[src/inc/adcslm_pkg.sv]
/*
 Shared constants, types and lane-count helpers for the sample lane mapper.
 Assumes both link ends are compiled against this package.
*/
`default_nettype none

package adcslm_pkg;

  localparam int LANES     = 6;   // Most lanes any format uses
  localparam int CHANS     = 4;   // Channels A to D
  localparam int SPF       = 4;   // Sample slots per channel per frame
  localparam int SMP_W     = 12;  // Sample width, left-justified
  localparam int OCT_W     = 8;
  localparam int MAX_OCT   = 5;
  localparam int LANE_W    = OCT_W * MAX_OCT;
  localparam int FMT_W     = 3;
  localparam int OCT_CNT_W = 3;

  // Link format codes
  localparam logic [FMT_W-1:0] FMT_M1 = 3'h1;
  localparam logic [FMT_W-1:0] FMT_M2 = 3'h2;
  localparam logic [FMT_W-1:0] FMT_M3 = 3'h3;
  localparam logic [FMT_W-1:0] FMT_M4 = 3'h4;
  localparam logic [FMT_W-1:0] FMT_M5 = 3'h5;
  localparam logic [FMT_W-1:0] FMT_M6 = 3'h6;
  localparam logic [FMT_W-1:0] FMT_M7 = 3'h7;

  // Padding fills for narrow samples
  localparam logic [3:0] PAD4 = 4'h0;
  localparam logic [1:0] PAD2 = 2'h0;

  typedef logic [SMP_W-1:0]                     adcslm_smp_t;
  typedef adcslm_smp_t [CHANS-1:0][SPF-1:0]     adcslm_blk_t;
  typedef logic [LANES-1:0][LANE_W-1:0]         adcslm_lanes_t;

  // Lanes in use, counted from lane 0
  function automatic int lane_count(logic [FMT_W-1:0] fmt, int ch);
    case (fmt)
      FMT_M1, FMT_M6: lane_count = (ch == 4) ? 6 : (ch == 2) ? 3 : 2;
      FMT_M2, FMT_M3,
      FMT_M7:         lane_count = (ch == 4) ? 4 : (ch == 2) ? 2 : 1;
      FMT_M4:         lane_count = (ch == 4) ? 3 : (ch == 2) ? 2 : 1;
      FMT_M5:         lane_count = (ch == 4) ? 2 : 1;
      default:        lane_count = 0;
    endcase
  endfunction

  // Octets per lane frame
  function automatic logic [OCT_CNT_W-1:0] frame_octets(
      logic [FMT_W-1:0] fmt);
    case (fmt)
      FMT_M2, FMT_M7: frame_octets = 3'h1;
      FMT_M3:         frame_octets = 3'h5;
      FMT_M1, FMT_M4,
      FMT_M5, FMT_M6: frame_octets = 3'h2;
      default:        frame_octets = 3'h0;
    endcase
  endfunction

endpackage : adcslm_pkg

`default_nettype wire

[src/inc/adcslm_link_if.sv]
/*
 Lane bundle between the mapper (transmit) and the unpacker (receive).
 Assumes both ends share clk_sys; octet 0 sits in the top bits of a lane.
*/
`timescale 1ns/1ps
`default_nettype none

interface adcslm_link_if;
  logic                                 frame_valid;
  logic [adcslm_pkg::FMT_W-1:0]         link_format_select;
  logic [adcslm_pkg::OCT_CNT_W-1:0]     frame_octets;
  logic [adcslm_pkg::LANES-1:0]         lane_on;
  adcslm_pkg::adcslm_lanes_t            lane_data;

  modport tx (
    output frame_valid,
    output link_format_select,
    output frame_octets,
    output lane_on,
    output lane_data
  );

  modport rx (
    input  frame_valid,
    input  link_format_select,
    input  frame_octets,
    input  lane_on,
    input  lane_data
  );
endinterface : adcslm_link_if

`default_nettype wire

[src/hdl/adcslm_rx.sv]
/*
 Receive end: unpacks lane frames back into channel samples.
 Assumes the transmit end runs on the same clk_sys with the same CHANNELS.
 Samples come out left-justified in 12 bits, low bits zero when narrower.
*/
`timescale 1ns/1ps
`default_nettype none

module adcslm_rx #(
  parameter int CHANNELS = 4
) (
  input  wire logic                         clk_sys,
  input  wire logic                         rst,
  adcslm_link_if.rx                         link,
  output logic                              smp_valid_r,
  output adcslm_pkg::adcslm_blk_t           smp_r,
  output logic [adcslm_pkg::FMT_W-1:0]      fmt_r,
  output logic                              frame_err_r
);

  if (CHANNELS != 1 && CHANNELS != 2 && CHANNELS != 4) begin : g_chk
    $error("CHANNELS must be 1, 2 or 4");
  end

  localparam int LW = adcslm_pkg::LANE_W;

  adcslm_pkg::adcslm_lanes_t    ln;
  adcslm_pkg::adcslm_blk_t      smp_nxt;
  logic [adcslm_pkg::LANES-1:0] on_exp;
  logic                         err_nxt;
  int                           used;
  int                           bits;

  ////////////////////////////////////////////////////////////////////////
  // Inverse of the transmit mapping

  always_comb begin
    ln      = link.lane_data;
    smp_nxt = '0;
    case (link.link_format_select)
      adcslm_pkg::FMT_M1, adcslm_pkg::FMT_M6: begin
        smp_nxt[0][0] = ln[0][LW-1 -: 12];
        smp_nxt[0][1] = {ln[0][LW-13 -: 4], ln[1][LW-1 -: 8]};
        smp_nxt[1][0] = {ln[1][LW-9 -: 8], ln[2][LW-1 -: 4]};
        smp_nxt[1][1] = ln[2][LW-5 -: 12];
        smp_nxt[2][0] = ln[3][LW-1 -: 12];
        smp_nxt[2][1] = {ln[3][LW-13 -: 4], ln[4][LW-1 -: 8]};
        smp_nxt[3][0] = {ln[4][LW-9 -: 8], ln[5][LW-1 -: 4]};
        smp_nxt[3][1] = ln[5][LW-5 -: 12];
      end
      adcslm_pkg::FMT_M2, adcslm_pkg::FMT_M7: begin
        for (int c = 0; c < adcslm_pkg::CHANS; c++) begin
          smp_nxt[c][0] = {ln[c][LW-1 -: 8], adcslm_pkg::PAD4};
        end
      end
      adcslm_pkg::FMT_M3: begin
        for (int c = 0; c < adcslm_pkg::CHANS; c++) begin
          for (int i = 0; i < adcslm_pkg::SPF; i++) begin
            smp_nxt[c][i] = {ln[c][LW-1-10*i -: 10], adcslm_pkg::PAD2};
          end
        end
      end
      adcslm_pkg::FMT_M4: begin
        smp_nxt[0][0] = ln[0][LW-1 -: 12];
        smp_nxt[1][0] = {ln[0][LW-13 -: 4], ln[1][LW-1 -: 8]};
        smp_nxt[2][0] = {ln[1][LW-9 -: 8], ln[2][LW-1 -: 4]};
        smp_nxt[3][0] = ln[2][LW-5 -: 12];
      end
      adcslm_pkg::FMT_M5: begin
        smp_nxt[0][0] = {ln[0][LW-1 -: 8], adcslm_pkg::PAD4};
        smp_nxt[1][0] = {ln[0][LW-9 -: 8], adcslm_pkg::PAD4};
        smp_nxt[2][0] = {ln[1][LW-1 -: 8], adcslm_pkg::PAD4};
        smp_nxt[3][0] = {ln[1][LW-9 -: 8], adcslm_pkg::PAD4};
      end
      default: begin
        smp_nxt = '0;
      end
    endcase
    for (int c = 0; c < adcslm_pkg::CHANS; c++) begin
      if (c >= CHANNELS) begin
        smp_nxt[c] = '0;
      end
    end
  end

  ////////////////////////////////////////////////////////////////////////
  // Lane enables and tail bits checked against the agreed layout

  always_comb begin
    used    = adcslm_pkg::lane_count(link.link_format_select, CHANNELS);
    bits    = adcslm_pkg::OCT_W * int'(link.frame_octets);
    err_nxt = (used == 0) ||
              (link.frame_octets !=
               adcslm_pkg::frame_octets(link.link_format_select));
    for (int l = 0; l < adcslm_pkg::LANES; l++) begin
      on_exp[l] = (l < used);
      for (int b = 0; b < LW; b++) begin
        // Nonzero bits past the frame or on an idle lane are a fault
        if ((b < LW - bits || l >= used) && ln[l][b]) begin
          err_nxt = 1'b1;
        end
      end
    end
    if (on_exp != link.lane_on) begin
      err_nxt = 1'b1;
    end
  end

  ////////////////////////////////////////////////////////////////////////
  // Output registers

  always_ff @(posedge clk_sys) begin
    if (rst) begin
      smp_valid_r <= 1'b0;
      frame_err_r <= 1'b0;
    end else begin
      smp_valid_r <= link.frame_valid;
      frame_err_r <= link.frame_valid && err_nxt;
    end
  end

  always_ff @(posedge clk_sys) begin
    if (rst) begin
      smp_r <= '0;
      fmt_r <= '0;
    end else if (link.frame_valid) begin
      smp_r <= smp_nxt;
      fmt_r <= link.link_format_select;
    end
  end

endmodule : adcslm_rx

`default_nettype wire

[src/flat_wrapper.sv]
// flat-port wrapper written by rule: the top's interface ports become plain ports
module adcslm_rx_flat 
#(
  parameter int CHANNELS = 4
)
  (clk_sys, rst, smp_valid_r, smp_r, fmt_r, frame_err_r, link_frame_valid, link_link_format_select, link_frame_octets, link_lane_on, link_lane_data);
  adcslm_link_if link_i ();
  input  wire logic clk_sys;
  input  wire logic rst;
  output logic smp_valid_r;
  output adcslm_pkg::adcslm_blk_t smp_r;
  output logic [adcslm_pkg::FMT_W-1:0] fmt_r;
  output logic frame_err_r;
  input wire logic [$bits(link_i.frame_valid)-1:0] link_frame_valid;
  input wire logic [$bits(link_i.link_format_select)-1:0] link_link_format_select;
  input wire logic [$bits(link_i.frame_octets)-1:0] link_frame_octets;
  input wire logic [$bits(link_i.lane_on)-1:0] link_lane_on;
  input wire logic [$bits(link_i.lane_data)-1:0] link_lane_data;
  assign link_i.frame_valid = link_frame_valid;
  assign link_i.link_format_select = link_link_format_select;
  assign link_i.frame_octets = link_frame_octets;
  assign link_i.lane_on = link_lane_on;
  assign link_i.lane_data = link_lane_data;
  adcslm_rx #(.CHANNELS(CHANNELS)) u_core (.clk_sys(clk_sys), .rst(rst), .link(link_i), .smp_valid_r(smp_valid_r), .smp_r(smp_r), .fmt_r(fmt_r), .frame_err_r(frame_err_r));
endmodule
[config.mk]
export PLATFORM = sky130hd
export DESIGN_NAME = adcslm_rx_flat
export DESIGN_NICKNAME = d
export VERILOG_FILES = /design/src/inc/adcslm_pkg.sv /design/src/inc/adcslm_link_if.sv /design/src/hdl/adcslm_rx.sv /design/src/flat_wrapper.sv
export SDC_FILE = /design/constraint.sdc
export NUM_CORES = 1
export LEC_CHECK = 0
export ABC_CLOCK_PERIOD_IN_PS = 4600
export BUFFER_PORTS_ARGS = -buffer_cell sky130_fd_sc_hd__buf_2
export CORE_MARGIN = 8
export CORE_UTILIZATION = 33
export CTS_BUF_LIST = sky130_fd_sc_hd__clkbuf_2 sky130_fd_sc_hd__clkbuf_4 sky130_fd_sc_hd__clkbuf_8
export DETAILED_ROUTE_END_ITERATION = 6
export PLACE_DENSITY_LB_ADDON = 0.08
export REMOVE_ABC_BUFFERS = 1
export SKIP_LAST_GASP = 1
export SLEW_MARGIN = 20
export SYNTH_ARGS = -nofsm -noshare
export SYNTH_HDL_FRONTEND = slang
export SYNTH_SLANG_ARGS = --single-unit
[constraint.sdc]
create_clock -name clk_sys -period 4.6 [get_ports clk_sys]
set_clock_uncertainty 0.1 [all_clocks]
set_input_delay 0.23 -clock clk_sys [delete_from_list [all_inputs] [get_ports clk_sys]]
set_output_delay 0.23 -clock clk_sys [all_outputs]
set_load 0.02 [all_outputs]
==> impl_table.tex <==
\begin{tabular}{lr}
\hline
Metric & Value \\
\hline
\multicolumn{2}{l}{\textbf{GRT}} \\
\quad GRT Total Usage & 25.7\% \\
\quad Via count of the first global-routing pass & slightly above 10000 \\
\quad Maximum number of pins on one net before global-route repair & around 140 \\
\quad First-pass GRT wire length & 62100 µm \\
\quad Total grt overflow & 0 \\
\quad Number of antenna violations at the first check in global routing & 6 \\
\multicolumn{2}{l}{\textbf{Pwr}} \\
\quad Cell leakage power & 0.00551 µW \\
\quad Power Dens Cells & 290 mW/mm² \\
\quad Final Power & 3570 µW \\
\quad Worst-case vdd ir drop & 0.000146 V \\
\multicolumn{2}{l}{\textbf{Synthesis}} \\
\quad Synthesized area & 0.00839 mm² \\
\quad Total of flip-flops plus latches after synthesis & 181 \\
\quad Fraction of registers with async set or reset after synthesis & 0\% \\
\quad Average instance area after synthesis & 8.25 µm² \\
\quad Area leader, netlist & sky130\_fd\_sc\_hd\_\_dfxtp\_1 \\
\quad Yosys synthesis warning count & 0 \\
\quad Top cell type's share of synthesized area & 43.2\% \\
\quad EDFF count, synth & 0 \\
\quad Number of unique standard cell types used by synthesis & 45 \\
\quad Largest cells by area after synthesis & sky130\_fd\_sc\_hd\_\_dfxtp\_1 (43\%), sky130\_fd\_sc\_hd\_\_nor2\_1 (8.2\%), sky130\_fd\_sc\_hd\_\_a22oi\_1 (7.2\%), sky130\_fd\_sc\_hd\_\_a21oi\_1 (5.0\%), sky130\_fd\_sc\_hd\_\_nor4\_1 (4.8\%) \\
\quad Cell count after synthesis & 1017 \\
\quad Primary FF master, synth & sky130\_fd\_sc\_hd\_\_dfxtp\_1 \\
\quad Sequential-to-total area share from yosys stat & 43.2\% \\
\multicolumn{2}{l}{\textbf{Die}} \\
\quad Cell row count & between 50 and 60 \\
\quad Overall die width & 175 µm \\
\quad Vertical die dimension & 175 µm \\
\quad Starting Density & 33.4\% \\
\quad I/O pin cnt & 452 \\
\quad Die area & 0.0308 mm² \\
\quad Core Region & 0.0251 mm² \\
\multicolumn{2}{l}{\textbf{STA}} \\
\quad Worst Tran Pin Value & 1.13 ns \\
\quad Tmin final & 2.32 ns \\
\quad Max-slew violation count & 0 \\
\quad Worst slack on hold paths & 0.0223 ns \\
\quad Worst slew margin & approximately 25\% \\
\quad Fmax achieved & 0.431 GHz \\
\quad Tcrit/Tclk final & 50.4\% \\
\quad RSZ-0062 raised after global routing & no \\
\quad Setup Viol. Count Final & 0 \\
\quad Number of hold violations in the final report & 0 \\
\quad TNS Setup & 0 ns \\
\multicolumn{2}{l}{\textbf{Worst setup path}} \\
\quad Data arrival at the endpoint of the critical path & between 2 and 3 ns \\
\quad Series of cell instances along the critical path & buf\_2 > nor2b\_2 > buf\_4 > and3\_2 > buf\_4 > nand2\_1 > a31oi\_1 > dlygate4sd3\_1 \\
\quad Classification of the worst setup path & in -> reg \\
\quad Type of destination of the critical path & flip-flop \\
\quad Critical Path Start Type & input pin \\
\quad Data required time at the worst endpoint & 4.91 ns \\
\quad CP max FO & 27 \\
\quad Cell type with the highest occurrence count on the critical path & sky130\_fd\_sc\_hd\_\_buf\_4 \\
\quad Cell with the largest stage delay on the worst path & sky130\_fd\_sc\_hd\_\_dlygate4sd3\_1 \\
\quad CP max stage delay & 0.57 ns \\
\multicolumn{2}{l}{\textbf{CTS}} \\
\quad Hold-fix buffer count after cts & 131 \\
\quad TritonCTS clock tree & done \\
\quad Clk Tree Root Cell & sky130\_fd\_sc\_hd\_\_clkbuf\_8 \\
\quad Clock transition at the registers of the reported paths & about 0.1 ns \\
\quad Number of instances resized during post-cts repair & 0 \\
\quad Number of H-tree levels & 4 \\
\quad Count of clock tree sinks & 181 \\
\quad Bufs on Longest Clock Path & 2 \\
\quad Setup Buffers After CTS & 0 \\
\quad Cts bufs inserted & 17 \\
\quad Clock latency of the later-clocked register in the worst-skew pair & 0.48 ns \\
\multicolumn{2}{l}{\textbf{Job}} \\
\quad Max-cap check violation count & 0 \\
\multicolumn{2}{l}{\textbf{Drt}} \\
\quad Via/cell ratio & 5.47 \\
\quad Drt first-iter violations & 1078 \\
\quad Number of iterations in the first detailed-routing pass & 7 \\
\quad DR vias & 10212 \\
\quad Avg WL per Cell & between 20 and 25 µm \\
\quad Post-detailed-route count of antenna-violating nets & 0 \\
\quad Total routed wirelength & 42100 µm \\
\quad DRC violation count after routing & 0 \\
\multicolumn{2}{l}{\textbf{Cells and area}} \\
\quad Area delta synth->final & 46.9\% \\
\quad Area of all placed cells without fillers & around 0.012 mm² \\
\quad Share of final-layout standard cells stronger than drive strength 1 & 32.1\% \\
\quad Fin util & approximately half \\
\quad Nets@finish & between 1500 and 2000 \\
\quad Fill count & 2534 \\
\multicolumn{2}{l}{\textbf{Placement}} \\
\quad Final Wtd Congestion & slightly above 0.8 \\
\quad Number of buffers added on ports & 435 \\
\quad Post-Place Cell Area & around 0.011 mm² \\
\quad Dpl hpwl & 30400 µm \\
\multicolumn{2}{l}{\textbf{Run status}} \\
\quad Result of the run & finished clean \\
\multicolumn{2}{l}{\textbf{Min path}} \\
\quad Hold crit path type & in -> reg \\
\hline
\end{tabular}
layout make-up:
cell class / instances / area, µm² / area share (%)
antenna: 5 / 12.5 / 0.102
clock buffer: 19 / 255 / 2.07
clock inverter: 13 / 128 / 1.04
inverter: 6 / 27.5 / 0.223
multi-input combinational: 736 / 4280 / 34.8
sequential: 181 / 3620 / 29.4
tap: 330 / 413 / 3.35
timing repair buffer: 577 / 3580 / 29.0
cell usage after synthesis, types with 2 or more instances:
master / number
sky130_fd_sc_hd__a22oi_1: 81
sky130_fd_sc_hd__a221oi_1: 40
sky130_fd_sc_hd__buf_4: 19
sky130_fd_sc_hd__nor2b_1: 3
sky130_fd_sc_hd__a222oi_1: 24
sky130_fd_sc_hd__nand2_1: 74
sky130_fd_sc_hd__clkbuf_1: 56
sky130_fd_sc_hd__mux2i_1: 13
sky130_fd_sc_hd__nand2b_1: 4
sky130_fd_sc_hd__inv_1: 6
sky130_fd_sc_hd__nor4_1: 64
sky130_fd_sc_hd__nand4_1: 8
sky130_fd_sc_hd__a22o_1: 24
sky130_fd_sc_hd__dfxtp_1: 181
sky130_fd_sc_hd__a211oi_1: 14
sky130_fd_sc_hd__buf_2: 29
sky130_fd_sc_hd__a2bb2oi_1: 9
sky130_fd_sc_hd__a31oi_1: 2
sky130_fd_sc_hd__mux2_2: 2
sky130_fd_sc_hd__nor2_1: 183
sky130_fd_sc_hd__o21ai_0: 10
sky130_fd_sc_hd__nand3_1: 16
sky130_fd_sc_hd__buf_6: 2
sky130_fd_sc_hd__ha_1: 4
sky130_fd_sc_hd__o22ai_1: 4
sky130_fd_sc_hd__buf_1: 3
sky130_fd_sc_hd__a41oi_1: 3
sky130_fd_sc_hd__a21oi_1: 83
sky130_fd_sc_hd__nor3_1: 40
metal layers:
metal | share of wire, % | GRT usage (%) | vias to the layer above
li1 | - | - | 4794
met1 | 41 | 30.9 | 4894
met2 | 50 | 44.3 | 486
met3 | 7.9 | 7.06 | 36
met4 | 1.5 | 6.78 | 2
met5 | 0.031 | 0 | -
power by group:
group          internal (µW)  leakage [µW]  switching, µW
combinational            322       0.00383            464
clock                    425      0.000200            693
sequential              1630       0.00148           34.7
flip-flops by register name, summed over array words and instances (netlist names):
name                count
u_core.frame_err_r      1
u_core.smp_valid_r      1
u_core.smp_r          176
u_core.fmt_r            3
cell families after synthesis:
family	count (synthesis)	synth area share (%)
AND/OR/NAND/NOR	398	21.4
AO/OA/AOI/OAI	302	26.2
flip-flops	181	43.2
buffers and inverters	115	6.61
multiplexers	15	1.82
adder cells (fa/ha/maj)	4	0.597
other	1	0.0447
XOR/XNOR	1	0.104
stage by stage:
step / cells / setup slack (ns)
2_1_floorplan: 923 / 1.40
3_3_place_gp: 1699 / 1.95
3_5_place_dp: 1699 / 1.91
4_1_cts: 1862 / 2.31
5_1_grt: 1867 / 2.20
6_report: 1867 / 2.28
layout by cell type (no fill, tap or decap), types with 18 or more instances in the layout:
cell                            count
sky130_fd_sc_hd__dlygate4sd3_1    131
sky130_fd_sc_hd__a21oi_1           83
sky130_fd_sc_hd__dfxtp_1          181
sky130_fd_sc_hd__nor4_1            64
sky130_fd_sc_hd__a221oi_1          40
sky130_fd_sc_hd__nor3_1            40
sky130_fd_sc_hd__buf_2            433
sky130_fd_sc_hd__nand2_1           74
sky130_fd_sc_hd__a222oi_1          24
sky130_fd_sc_hd__clkbuf_8          18
sky130_fd_sc_hd__a22o_1            24
sky130_fd_sc_hd__a22oi_1           81
sky130_fd_sc_hd__nor2_1           183
critical path, delay by kind of cell:
| family | cells | cell delay [ns] |
|---|---|---|
| compound gates | 1 | 0.14 |
| buf+inv | 4 | 1.58 |
| simple gates | 3 | 0.66 |
final timing paths:
path	start	to	cells after the start	slack (ns)
max	link_link_format_select[1]	u_core.smp_r[114]	8	2.28
min	link_lane_data[144]	u_core.smp_r[162]	3	0.02
max reg2reg	u_core.smp_r[114]	u_core.smp_r[114]	3	3.27
min reg2reg	u_core.smp_r[1]	u_core.smp_r[1]	2	0.36
Power figures use the tool's default switching activity.
